$ cat src/hdl/ecru_reset_map.vh
// Constants of the Ethernet controller reset unit: register offsets, bit
// positions, reset values and delay counts.
// Assumes a 25 MHz core clock and a 32-bit AXI4-Lite register bus.
// Operation
// - Five reset kinds exist: power-on, system, transmit-only, receive-only, PHY.
// - Power-on reset is always active; nothing can disable it.
// - Power-on reset loads every register default; memories stay undefined.
// - System reset restores all registers except clock-output frequency field; the code also leaves bank select unchanged without the serial interface.
// - System reset clears transmit, receive, MAC, PHY, DMA and crypto logic.
// - With serial host interface, system reset returns bank selection to zero.
// - System reset leaves packet buffer, crypto memories, address latch untouched.
// - Host writes one to start system reset; hardware clears the bit.
// - System reset does not resample interface selection pins.
// - Transmit logic held in reset while transmit-only reset bit set.
// - Transmit-only reset aborts transmission and clears transmit request bit.
// - Power-on and system resets include transmit-only and receive-only resets.
// - Receive-only reset holds receive logic, aborts frame, clears receive enable.
// - PHY reset bit resets PHY and its registers, nothing else.
// - PHY reset bit self-clears after a delay; software cannot clear it.
// - Power-on and system resets include a full PHY reset.
// - Clock-output frequency defaults after power-on, survives all other resets.
`ifndef ECRU_RESET_MAP_VH
`define ECRU_RESET_MAP_VH

// -----------------------------------------------------------------
// Register byte offsets
// -----------------------------------------------------------------
`define ECRU_OFS_CTRL_ONE    8'h00
`define ECRU_OFS_CTRL_TWO    8'h04
`define ECRU_OFS_PHY_CTRL    8'h08
`define ECRU_OFS_STATUS      8'h0c
`define ECRU_OFS_BANK        8'h10

// -----------------------------------------------------------------
// Field positions
// -----------------------------------------------------------------
`define ECRU_BIT_RX_ENABLE   0
`define ECRU_BIT_TX_REQUEST  1
`define ECRU_BIT_PKT_DEC     8
`define ECRU_BIT_SYS_RESET   4
`define ECRU_BIT_RX_RESET    5
`define ECRU_BIT_TX_RESET    6
`define ECRU_FREQ_MSB        11
`define ECRU_FREQ_LSB        8
`define ECRU_BIT_PHY_RESET   15
`define ECRU_STAT_PHY_BUSY   8
`define ECRU_STAT_SERIAL     9
`define ECRU_STAT_CFG_LSB    10

// -----------------------------------------------------------------
// Reset values
// -----------------------------------------------------------------
`define ECRU_FREQ_DEFAULT    4'h1
`define ECRU_BANK_DEFAULT    2'h0
`define ECRU_COUNT_DEFAULT   8'h00

// -----------------------------------------------------------------
// Timing
// -----------------------------------------------------------------
// Sized to 16 bits so the counts load the timers without truncation
`define ECRU_CLKS_PER_US     16'h0019
`define ECRU_SYS_HOLD_US     16'h0019
`define ECRU_PHY_HOLD_US     16'h0100
`define ECRU_SYS_HOLD_CYCLES (`ECRU_SYS_HOLD_US * `ECRU_CLKS_PER_US)
`define ECRU_PHY_HOLD_CYCLES (`ECRU_PHY_HOLD_US * `ECRU_CLKS_PER_US)

// -----------------------------------------------------------------
// Bus answers
// -----------------------------------------------------------------
`define ECRU_RESP_OKAY       2'h0
`define ECRU_RESP_SLVERR     2'h2

`endif

$ cat src/hdl/ecru_delay_timer.v
// Down-counter that stays busy for a loaded number of clock-enabled core clock cycles.
// Assumes start arrives from logic on the same clock; start acts even
// while the clock enable is low so that power-on reset always loads it.
`timescale 1ns/1ps
`default_nettype none

module ecru_delay_timer (
  input  wire        clk,
  input  wire        clkEn,
  input  wire        start,
  input  wire [15:0] length,
  output wire        busy
);

  reg [15:0] count_q;

  always @(posedge clk) begin
    if (start) begin
      count_q <= length;
    end else if (clkEn && count_q != 16'h0000) begin
      count_q <= count_q - 16'h0001;
    end
  end

  assign busy = (count_q != 16'h0000);

endmodule

`default_nettype wire

$ cat src/hdl/ecru_reset_unit.v
// Reset sequencer of the Ethernet controller with its control registers.
// Assumes an AXI4-Lite master on core_clk and interface straps from pins.
//
// Implementation choices: register access over AXI4-Lite and the register offsets.
`timescale 1ns/1ps
`default_nettype none
`include "ecru_reset_map.vh"

module ecru_reset_unit #(
  parameter [15:0] PHY_HOLD_CYCLES = `ECRU_PHY_HOLD_CYCLES
) (
  input  wire        core_clk,
  input  wire        rst,
  input  wire        clkEn,
  input  wire        serialInterfaceSelectPin,
  input  wire [2:0]  parallelModeConfigPins,
  input  wire        txDoneIn,
  input  wire        rxPacketIn,
  input  wire [7:0]  s_axi_awaddr,
  input  wire        s_axi_awvalid,
  output wire        s_axi_awready,
  input  wire [31:0] s_axi_wdata,
  input  wire [3:0]  s_axi_wstrb,
  input  wire        s_axi_wvalid,
  output wire        s_axi_wready,
  output wire [1:0]  s_axi_bresp,
  output wire        s_axi_bvalid,
  input  wire        s_axi_bready,
  input  wire [7:0]  s_axi_araddr,
  input  wire        s_axi_arvalid,
  output wire        s_axi_arready,
  output wire [31:0] s_axi_rdata,
  output wire [1:0]  s_axi_rresp,
  output wire        s_axi_rvalid,
  input  wire        s_axi_rready,
  output wire        txLogicReset,
  output wire        rxLogicReset,
  output wire        macLogicReset,
  output wire        phyLogicReset,
  output wire        dmaLogicReset,
  output wire        cryptoLogicReset,
  output wire        transmitRequest,
  output wire        receiveEnableBit,
  output wire [3:0]  clockOutputFrequencySelect,
  output wire [1:0]  bankSelect,
  output wire        serialInterfaceActive,
  output wire [2:0]  parallelModeConfig
);

  localparam [15:0] SYS_HOLD_CYCLES = `ECRU_SYS_HOLD_CYCLES;

  // -----------------------------------------------------------------
  // State
  // -----------------------------------------------------------------
  reg        awReady_q;
  reg        wReady_q;
  reg [7:0]  awAddr_q;
  reg [31:0] wData_q;
  reg [3:0]  wStrb_q;
  reg        bValid_q;
  reg [1:0]  bResp_q;
  reg        arReady_q;
  reg        rValid_q;
  reg [31:0] rData_q;
  reg [1:0]  rResp_q;

  reg        receiveEnableBit_q;
  reg        transmitRequest_q;
  reg        rxOnlyReset_q;
  reg        txOnlyReset_q;
  reg [3:0]  freqSel_q;
  reg [1:0]  bankSel_q;
  reg [7:0]  pendingPacketCount_q;

  reg        serialSel_s1;
  reg        serialSel_s2;
  reg [2:0]  cfg_s1;
  reg [2:0]  cfg_s2;
  reg [1:0]  strapCnt_q;
  reg        serialActive_q;
  reg [2:0]  parallelCfg_q;

  reg        txLogicReset_q;
  reg        rxLogicReset_q;
  reg        macLogicReset_q;
  reg        phyLogicReset_q;
  reg        dmaLogicReset_q;
  reg        cryptoLogicReset_q;

  wire       sysBusy;
  wire       phyBusy;
  wire       wrFire;
  wire       sysStart;
  wire       phyStart;
  wire       decPulse;
  wire       regsInReset;
  reg [31:0] rdMux;
  reg        rdHit;

  // -----------------------------------------------------------------
  // Delay timers
  // -----------------------------------------------------------------
  // Power-on reset is the rst input itself and cannot be gated.
  ecru_delay_timer uSysTimer (
    .clk    (core_clk),
    .clkEn  (clkEn),
    .start  (rst | sysStart),
    .length (SYS_HOLD_CYCLES),
    .busy   (sysBusy)
  );

  // PHY reset also runs after power-on and system reset.
  ecru_delay_timer uPhyTimer (
    .clk    (core_clk),
    .clkEn  (clkEn),
    .start  (rst | sysStart | phyStart),
    .length (PHY_HOLD_CYCLES),
    .busy   (phyBusy)
  );

  // -----------------------------------------------------------------
  // Write decode
  // -----------------------------------------------------------------
  assign wrFire = clkEn & ~awReady_q & ~wReady_q & ~bValid_q;

  // Writing one starts the system reset; its bit reads the busy timer.
  assign sysStart = wrFire & ~sysBusy & (awAddr_q == `ECRU_OFS_CTRL_TWO)
                  & wStrb_q[0] & wData_q[`ECRU_BIT_SYS_RESET];

  // A written zero never ends the PHY reset early.
  assign phyStart = wrFire & ~sysBusy & ~phyBusy & (awAddr_q == `ECRU_OFS_PHY_CTRL)
                  & wStrb_q[1] & wData_q[`ECRU_BIT_PHY_RESET];

  assign decPulse = wrFire & (awAddr_q == `ECRU_OFS_CTRL_ONE)
                  & wStrb_q[1] & wData_q[`ECRU_BIT_PKT_DEC];

  // Registers stay at defaults for the whole system reset hold.
  assign regsInReset = rst | (clkEn & sysBusy);

  // -----------------------------------------------------------------
  // AXI4-Lite write channels
  // -----------------------------------------------------------------
  always @(posedge core_clk) begin
    if (rst) begin
      awReady_q <= 1'b1;
      wReady_q  <= 1'b1;
      awAddr_q  <= 8'h00;
      wData_q   <= 32'h0000_0000;
      wStrb_q   <= 4'h0;
      bValid_q  <= 1'b0;
      bResp_q   <= `ECRU_RESP_OKAY;
    end else if (clkEn) begin
      if (awReady_q && s_axi_awvalid) begin
        awReady_q <= 1'b0;
        awAddr_q  <= {s_axi_awaddr[7:2], 2'b00};
      end
      if (wReady_q && s_axi_wvalid) begin
        wReady_q <= 1'b0;
        wData_q  <= s_axi_wdata;
        wStrb_q  <= s_axi_wstrb;
      end
      if (wrFire) begin
        awReady_q <= 1'b1;
        wReady_q  <= 1'b1;
        bValid_q  <= 1'b1;
        bResp_q   <= (awAddr_q <= `ECRU_OFS_BANK) ? `ECRU_RESP_OKAY : `ECRU_RESP_SLVERR;
      end else if (bValid_q && s_axi_bready) begin
        bValid_q <= 1'b0;
      end
    end
  end

  // -----------------------------------------------------------------
  // AXI4-Lite read channels
  // -----------------------------------------------------------------
  always @* begin
    rdMux = 32'h0000_0000;
    rdHit = 1'b1;
    case ({s_axi_araddr[7:2], 2'b00})
      `ECRU_OFS_CTRL_ONE: begin
        rdMux[`ECRU_BIT_RX_ENABLE]  = receiveEnableBit_q;
        rdMux[`ECRU_BIT_TX_REQUEST] = transmitRequest_q;
      end
      `ECRU_OFS_CTRL_TWO: begin
        rdMux[`ECRU_BIT_SYS_RESET] = sysBusy;
        rdMux[`ECRU_BIT_RX_RESET]  = rxOnlyReset_q;
        rdMux[`ECRU_BIT_TX_RESET]  = txOnlyReset_q;
        rdMux[`ECRU_FREQ_MSB:`ECRU_FREQ_LSB] = freqSel_q;
      end
      `ECRU_OFS_PHY_CTRL: begin
        rdMux[`ECRU_BIT_PHY_RESET] = phyBusy;
      end
      `ECRU_OFS_STATUS: begin
        rdMux[7:0] = pendingPacketCount_q;
        rdMux[`ECRU_STAT_PHY_BUSY] = phyBusy;
        rdMux[`ECRU_STAT_SERIAL]   = serialActive_q;
        rdMux[`ECRU_STAT_CFG_LSB+2:`ECRU_STAT_CFG_LSB] = parallelCfg_q;
      end
      `ECRU_OFS_BANK: begin
        rdMux[1:0] = bankSel_q;
      end
      default: begin
        rdHit = 1'b0;
      end
    endcase
  end

  always @(posedge core_clk) begin
    if (rst) begin
      arReady_q <= 1'b1;
      rValid_q  <= 1'b0;
      rData_q   <= 32'h0000_0000;
      rResp_q   <= `ECRU_RESP_OKAY;
    end else if (clkEn) begin
      if (arReady_q && s_axi_arvalid) begin
        arReady_q <= 1'b0;
        rValid_q  <= 1'b1;
        rData_q   <= rdMux;
        rResp_q   <= rdHit ? `ECRU_RESP_OKAY : `ECRU_RESP_SLVERR;
      end else if (rValid_q && s_axi_rready) begin
        rValid_q  <= 1'b0;
        arReady_q <= 1'b1;
      end
    end
  end

  // -----------------------------------------------------------------
  // Control registers
  // -----------------------------------------------------------------
  // Packet buffer and crypto memories live outside and see no reset here.
  always @(posedge core_clk) begin
    if (regsInReset) begin
      receiveEnableBit_q <= 1'b0;
      transmitRequest_q  <= 1'b0;
      rxOnlyReset_q      <= 1'b0;
      txOnlyReset_q      <= 1'b0;
      pendingPacketCount_q <= `ECRU_COUNT_DEFAULT;
    end else if (clkEn) begin
      if (wrFire && awAddr_q == `ECRU_OFS_CTRL_ONE && wStrb_q[0]) begin
        receiveEnableBit_q <= wData_q[`ECRU_BIT_RX_ENABLE];
        transmitRequest_q  <= wData_q[`ECRU_BIT_TX_REQUEST];
      end
      if (wrFire && awAddr_q == `ECRU_OFS_CTRL_TWO && wStrb_q[0]) begin
        rxOnlyReset_q <= wData_q[`ECRU_BIT_RX_RESET];
        txOnlyReset_q <= wData_q[`ECRU_BIT_TX_RESET];
      end
      // Completion clears the request only when software is not setting it.
      if (txDoneIn && !(wrFire && awAddr_q == `ECRU_OFS_CTRL_ONE && wStrb_q[0])) begin
        transmitRequest_q <= 1'b0;
      end
      if (txOnlyReset_q) begin
        transmitRequest_q <= 1'b0;
      end
      if (rxOnlyReset_q) begin
        receiveEnableBit_q <= 1'b0;
      end
      // Receive-only reset keeps the count; software drains it by decrements.
      if (rxPacketIn && !decPulse && pendingPacketCount_q != 8'hff) begin
        pendingPacketCount_q <= pendingPacketCount_q + 8'h01;
      end else if (decPulse && !rxPacketIn && pendingPacketCount_q != 8'h00) begin
        pendingPacketCount_q <= pendingPacketCount_q - 8'h01;
      end
    end
  end

  // Frequency select survives every reset but power-on.
  always @(posedge core_clk) begin
    if (rst) begin
      freqSel_q <= `ECRU_FREQ_DEFAULT;
    end else if (clkEn && wrFire && !sysBusy && awAddr_q == `ECRU_OFS_CTRL_TWO && wStrb_q[1]) begin
      freqSel_q <= wData_q[`ECRU_FREQ_MSB:`ECRU_FREQ_LSB];
    end
  end

  // Bank select returns to zero on system reset only over the serial link.
  always @(posedge core_clk) begin
    if (rst) begin
      bankSel_q <= `ECRU_BANK_DEFAULT;
    end else if (clkEn && sysBusy && serialActive_q) begin
      bankSel_q <= `ECRU_BANK_DEFAULT;
    end else if (clkEn && wrFire && awAddr_q == `ECRU_OFS_BANK && wStrb_q[0]) begin
      bankSel_q <= wData_q[1:0];
    end
  end

  // -----------------------------------------------------------------
  // Interface straps
  // -----------------------------------------------------------------
  always @(posedge core_clk) begin
    serialSel_s1 <= serialInterfaceSelectPin;
    serialSel_s2 <= serialSel_s1;
    cfg_s1       <= parallelModeConfigPins;
    cfg_s2       <= cfg_s1;
  end

  // Straps latch only after power-on release, never on system reset.
  always @(posedge core_clk) begin
    if (rst) begin
      strapCnt_q     <= 2'd0;
      serialActive_q <= 1'b0;
      parallelCfg_q  <= 3'h0;
    end else if (clkEn && strapCnt_q != 2'd3) begin
      strapCnt_q <= strapCnt_q + 2'd1;
      if (strapCnt_q == 2'd2) begin
        serialActive_q <= serialSel_s2;
        parallelCfg_q  <= cfg_s2;
      end
    end
  end

  // -----------------------------------------------------------------
  // Reset outputs
  // -----------------------------------------------------------------
  // Registered so each domain enters and leaves reset on a clock edge.
  always @(posedge core_clk) begin
    if (rst) begin
      txLogicReset_q     <= 1'b1;
      rxLogicReset_q     <= 1'b1;
      macLogicReset_q    <= 1'b1;
      phyLogicReset_q    <= 1'b1;
      dmaLogicReset_q    <= 1'b1;
      cryptoLogicReset_q <= 1'b1;
    end else if (clkEn) begin
      txLogicReset_q     <= sysBusy | txOnlyReset_q;
      rxLogicReset_q     <= sysBusy | rxOnlyReset_q;
      macLogicReset_q    <= sysBusy;
      phyLogicReset_q    <= phyBusy;
      dmaLogicReset_q    <= sysBusy;
      cryptoLogicReset_q <= sysBusy;
    end
  end

  // -----------------------------------------------------------------
  // Output wiring
  // -----------------------------------------------------------------
  assign s_axi_awready = awReady_q;
  assign s_axi_wready  = wReady_q;
  assign s_axi_bvalid  = bValid_q;
  assign s_axi_bresp   = bResp_q;
  assign s_axi_arready = arReady_q;
  assign s_axi_rvalid  = rValid_q;
  assign s_axi_rdata   = rData_q;
  assign s_axi_rresp   = rResp_q;

  assign txLogicReset     = txLogicReset_q;
  assign rxLogicReset     = rxLogicReset_q;
  assign macLogicReset    = macLogicReset_q;
  assign phyLogicReset    = phyLogicReset_q;
  assign dmaLogicReset    = dmaLogicReset_q;
  assign cryptoLogicReset = cryptoLogicReset_q;

  assign transmitRequest            = transmitRequest_q;
  assign receiveEnableBit           = receiveEnableBit_q;
  assign clockOutputFrequencySelect = freqSel_q;
  assign bankSelect                 = bankSel_q;
  assign serialInterfaceActive      = serialActive_q;
  assign parallelModeConfig         = parallelCfg_q;

endmodule

`default_nettype wire

$ cat config.mk
export PLATFORM = sky130hd
export DESIGN_NAME = ecru_reset_unit
export DESIGN_NICKNAME = d
export VERILOG_FILES = /design/src/hdl/ecru_delay_timer.v /design/src/hdl/ecru_reset_unit.v
export VERILOG_INCLUDE_DIRS = /design/src /design/src/hdl
export SDC_FILE = /design/constraint.sdc
export NUM_CORES = 1
export LEC_CHECK = 0
export BUFFER_PORTS_ARGS = -buffer_cell sky130_fd_sc_hd__buf_2
export CELL_PAD_IN_SITES_DETAIL_PLACEMENT = 1
export CELL_PAD_IN_SITES_GLOBAL_PLACEMENT = 2
export CORE_ASPECT_RATIO = 1.1
export CORE_MARGIN = 2
export CORE_UTILIZATION = 28
export DETAILED_ROUTE_END_ITERATION = 10
export PLACE_DENSITY = 0.82
export SLEW_MARGIN = 30
export SYNTH_ARGS = -nofsm -noshare
export SYNTH_HDL_FRONTEND = slang
export SYNTH_SLANG_ARGS = --single-unit
$ cat constraint.sdc
create_clock -name core_clk -period 2.16 [get_ports core_clk]
set_input_delay 0.324 -clock core_clk [delete_from_list [all_inputs] [get_ports core_clk]]
set_output_delay 0.324 -clock core_clk [all_outputs]
set_load 0.005 [all_outputs]
==> metrics list <==
- The flow ran to the end, but the final reports show violations.
* Violations in the final reports: negative setup slack
- The critical path in this run is classified as flop to flop.
- Cell internal power was estimated by the tool at 3.35 mW.
* Most frequently used flop master after synthesis: sky130_fd_sc_hd__dfxtp_1
- Clock Root Buffer: sky130_fd_sc_hd__clkbuf_16
- Cell type with the largest total area after synthesis: sky130_fd_sc_hd__dfxtp_1
- Once detail routing completed, the nets flagged for antenna violations numbered 0.
* Avg Synthesized Cell Area: 8.83 µm²
* Count of different cell masters after synthesis: 70
- The filler cells instantiated in the layout total around 2.1k.
- Power share of the clock group: 36.8%
- The initial antenna violation count is 0.
- Along the worst path, the maximum fanout reaches 7.
- # nets final: between 700 and 800
- Gate power share: 16.1%
- Layout cell share with drive strength beyond 1: 28.5%
* Fraction of synthesis flops using an asynchronous set or reset pin: 0%
* Post-route setup slack: -0.158 ns
- Area occupied by multi-input gates: 2910 µm²
- Power density over the cells: 722 nW/µm²
- Area of the core: 17800 µm²
* Critical path's slowest cell: sky130_fd_sc_hd__dfxtp_2
- Area share of the leading cell type in the synthesized netlist: 41.7%
* Effective utilization at floorplan: 28.8%
* Count of yosys warnings during synthesis: 0
- Minimum setup slack among reg-to-reg paths: -0.16 ns
* Worst-skew pair later-pin latency: 0.37 ns
- For this run, the register share of the synthesized area comes to 41.7%.
- Chip height: 146 µm
* DRC viols: 0
- The design draws 4.70 mW.
- The worst setup path is captured at a flop.
* Count of pins on the block boundary: 125
- Most instantiated cells after synthesis: sky130_fd_sc_hd__dfxtp_1 (107), sky130_fd_sc_hd__nor2_1 (55), sky130_fd_sc_hd__nand2_1 (54)
- Final Skew: ~0.010 ns
* First-pass GRT wire length: between 20 and 30 mm
- Final cell count without fillers: 936
- Row generation in the floorplan step produced 51 rows.
* Detail-routed net length per standard cell: 16.8 µm
- Dominant cell by count in the synthesized netlist: sky130_fd_sc_hd__dfxtp_1
- Total routing resource utilization after global routing: 16.6%
- Share of power burned in registers: 47.1%
- Required time of the critical path: 2.46 ns
- Clock input transition at the sequential cells of the worst setup and hold paths: ~0.07 ns
- Sum of routed wire length over all layers: 15.7 mm
- After detailed placement, the total cell area comes to 6100 µm².
- Global routing finished with a remaining overflow of 0.
* Least-Margin Pin Slew: 0.529 ns
- Number of input and output port buffers inserted: 76
* Final-report max-slew violation count: 0
- Summing all flip-flop and latch instances after layout gives ~2100 µm².
- Synthesis-to-finish area growth: 26.9%
- The number of global-route vias before repair was between 4k and 5k.
- 0 antenna diodes ended up in the layout.
- The detailed router finished its first iteration with a little over 200 violations.
- The clock passes through at most 2 buffers.
- Minimum period implied by the final worst setup slack: 2.32 ns
- Average via count per standard cell: between 4 and 5
- TritonCTS built the clock tree.
* TritonCTS Buffers: 9
- Flip-flop and latch count after synthesis: 107
- Die area: just under 20000 µm²
- Pin count of the biggest net entering global routing: 41
- The clock drives 107 sinks.
- Measured against its own limit, the worst slew margin works out to 64.4%.
- Final RePlAce weighted congestion: between 0.8 and 0.9
* Total via count after detailed routing: between 4k and 5k
* Worst reg2reg path depth: 9
- Launching element of the worst setup path: s_axi_wready$_SDFFE_PP1P_
- Cell-by-cell listing of the critical path: nor4b_4 -> nand4_1 -> nand2b_4 -> ha_4 -> a21oi_4 -> o2111ai_2 -> a211oi_2 -> a31o_1 -> mux2i_1
- For this design the total switching power over the nets is about 1.4 mW.
- Sw Ratio: 28.7%
* Post-Syn Instances: 581
* Class of the tightest hold or removal check: input pin to flop
- EDFF count, synth: 0
- In this design, the stage delay of the slowest critical-path cell is 0.35 ns.
- Once placement completed, the tool counted placed cells totaling between 900 and 1k.
- In this run the cell area of the synthesized design comes to 5130 µm².
- Final setup fails: 5
- The final hold violation count came to 0.
- Number of max-capacitance violations reported: 0
- Cell types occupying the most area after synthesis: sky130_fd_sc_hd__dfxtp_1 (42%), sky130_fd_sc_hd__a21oi_1 (5.2%), sky130_fd_sc_hd__nor2_1 (4.0%)
- Dividing the final minimum period by the clock period gives 107%.
- Combined buffer and inverter count along the critical path: 0
- Maximum level of the CTS H-tree: 3
- Die Width: 133 µm
- Static power due to leakage: 2.60 nW
- The most critical setup path has its endpoint at pendingPacketCount_q[7]$_SDFFE_PP0P_.
* Dpl ws: -0.289 ns
- For this run, the top clock speed supported by timing is 431 MHz.
* Finished layout cell area: between 6000 and 7000 µm²
* Crit-path leading delay family: simple AND/OR/NAND/NOR gates
- Worst path depth: 9
* Worst reg2reg endpoint: pendingPacketCount_q[7]$_SDFFE_PP0P_
- Data arrival, critical path: 2.61 ns
- Number of optimization iterations in the first detailed-route pass: 4
- Setup repair after global routing could not meet its margin everywhere.
- Critical path launch point type: flop
* Worst r2r src: s_axi_wready$_SDFFE_PP1P_
- Summed over all nets, the half-perimeter wirelength after detailed placement is 11.9 mm.
* Maximum resistive drop on vdd: 0.406 mV
## cell type report
class | instances | share of cell area (%)
multi-input cells | 431 | 44.7
flip-flops and latches | 107 | 32.9
repair buffers | 130 | 12.3
well taps | 238 | 4.57
clock buffers | 9 | 3.46
clock inverters | 7 | 1.23
inverters | 14 | 0.807
## worst register-to-register path: stages, from the launching register on
cell	delay, ns
sky130_fd_sc_hd__dfxtp_2	0.35
sky130_fd_sc_hd__nor4b_4	0.32
sky130_fd_sc_hd__nand4_1	0.25
sky130_fd_sc_hd__nand2b_4	0.25
sky130_fd_sc_hd__ha_4	0.24
sky130_fd_sc_hd__a21oi_4	0.13
sky130_fd_sc_hd__o2111ai_2	0.18
sky130_fd_sc_hd__a211oi_2	0.21
sky130_fd_sc_hd__a31o_1	0.14
sky130_fd_sc_hd__mux2i_1	0.18
## routing by layer
layer	up-vias	share of wire, %	track usage (%)
met5	-	0	0
met4	0	3.4	8.76
li1	2256	-	-
met1	2291	43	19.1
met2	93	50	28.9
met3	29	3.6	3.17
## worst min path at each step
stage	startpoint	endpoint	cells after the start
3_5_place_dp	cfg_s1[1]$_DFF_P_	cfg_s2[1]$_DFF_P_	0
4_1_cts	parallelModeConfigPins[0]	cfg_s1[0]$_DFF_P_	1
2_1_floorplan	cfg_s1[0]$_DFF_P_	cfg_s2[0]$_DFF_P_	0
3_3_place_gp	cfg_s1[2]$_DFF_P_	cfg_s2[2]$_DFF_P_	0
6_report	parallelModeConfigPins[0]	cfg_s1[0]$_DFF_P_	1
5_1_grt	parallelModeConfigPins[1]	cfg_s1[1]$_DFF_P_	1
## what timing repair did
action	in CTS	in global routing
hold buffers	0	0
endpoints found under the setup margin	11	29
buffers inserted	0	1
pin swaps	9	4
gates resized for setup	10	9
## power by group through the flow
| stage | logic, mW | registers, mW | clock network (mW) |
|---|---|---|---|
| after detailed placement | 0.745 | 2.26 | 0 |
| after CTS | 0.757 | 2.22 | 1.79 |
| final | 0.759 | 2.21 | 1.73 |
| after global placement | 0.715 | 2.24 | 0 |
| after global routing | 0.846 | 2.24 | 1.87 |
| after floorplan | 0.517 | 2.24 | 0 |
## placed cells by master (no fill, tap or decap), types with 4 or more instances in the layout
cell                        count
sky130_fd_sc_hd__nand2_1       53
sky130_fd_sc_hd__or3_1          4
sky130_fd_sc_hd__a21oi_1       49
sky130_fd_sc_hd__conb_1        20
sky130_fd_sc_hd__ha_1           5
sky130_fd_sc_hd__nor3b_1        4
sky130_fd_sc_hd__clkbuf_16      9
sky130_fd_sc_hd__nand3b_1       5
sky130_fd_sc_hd__buf_2         76
sky130_fd_sc_hd__nand2b_1       7
sky130_fd_sc_hd__nor2_1        55
sky130_fd_sc_hd__dfxtp_1      104
sky130_fd_sc_hd__inv_1         14
sky130_fd_sc_hd__buf_4         52
sky130_fd_sc_hd__and2_1         4
sky130_fd_sc_hd__a22oi_1        5
sky130_fd_sc_hd__o21ai_0       12
sky130_fd_sc_hd__a211o_1        4
sky130_fd_sc_hd__nand3_1       26
sky130_fd_sc_hd__mux2i_1       19
sky130_fd_sc_hd__mux2_2         8
sky130_fd_sc_hd__xor2_1         8
sky130_fd_sc_hd__ha_4           5
sky130_fd_sc_hd__a211oi_1      10
sky130_fd_sc_hd__nand4_1        9
sky130_fd_sc_hd__nor3_1        10
sky130_fd_sc_hd__nor4_1         6
sky130_fd_sc_hd__o21ai_1        8
sky130_fd_sc_hd__o211ai_1       4
sky130_fd_sc_hd__and3_1         8
sky130_fd_sc_hd__xnor2_1       14
sky130_fd_sc_hd__inv_6          4
## state kept, by name, indices dropped and copies added, names as in the netlist, 2 cells and up
register                    count
cfg_s2                          3
uSysTimer.count_q              16
cfg_s1                          3
s_axi_rdata                    14
parallelModeConfig              3
bankSelect                      2
uPhyTimer.count_q              16
strapCnt_q                      2
clockOutputFrequencySelect      4
wStrb_q                         2
wData_q                        10
pendingPacketCount_q            8
awAddr_q                        6
## kinds of logic after synthesis
group	share of synthesized area, %
buf+inv	6.53
other cells	0.0731
simple gates	24.6
xor+xnor	3.75
mux	5.46
compound gates	15.0
flops	41.7
fa+ha+maj	2.83
## through the flow
stage	hold WS, ns	TNS, ns	utilization, %
finish	0.0549	-0.457	36.6
global route	0.0493	-1.11	36.6
CTS	0.0423	-0.429	36.3
detailed placement	0.316	-1.07	34.3
global placement	0.310	-0.710	34.3
floorplan	0.310	-0.122	-
Power figures use the tool's default switching activity.
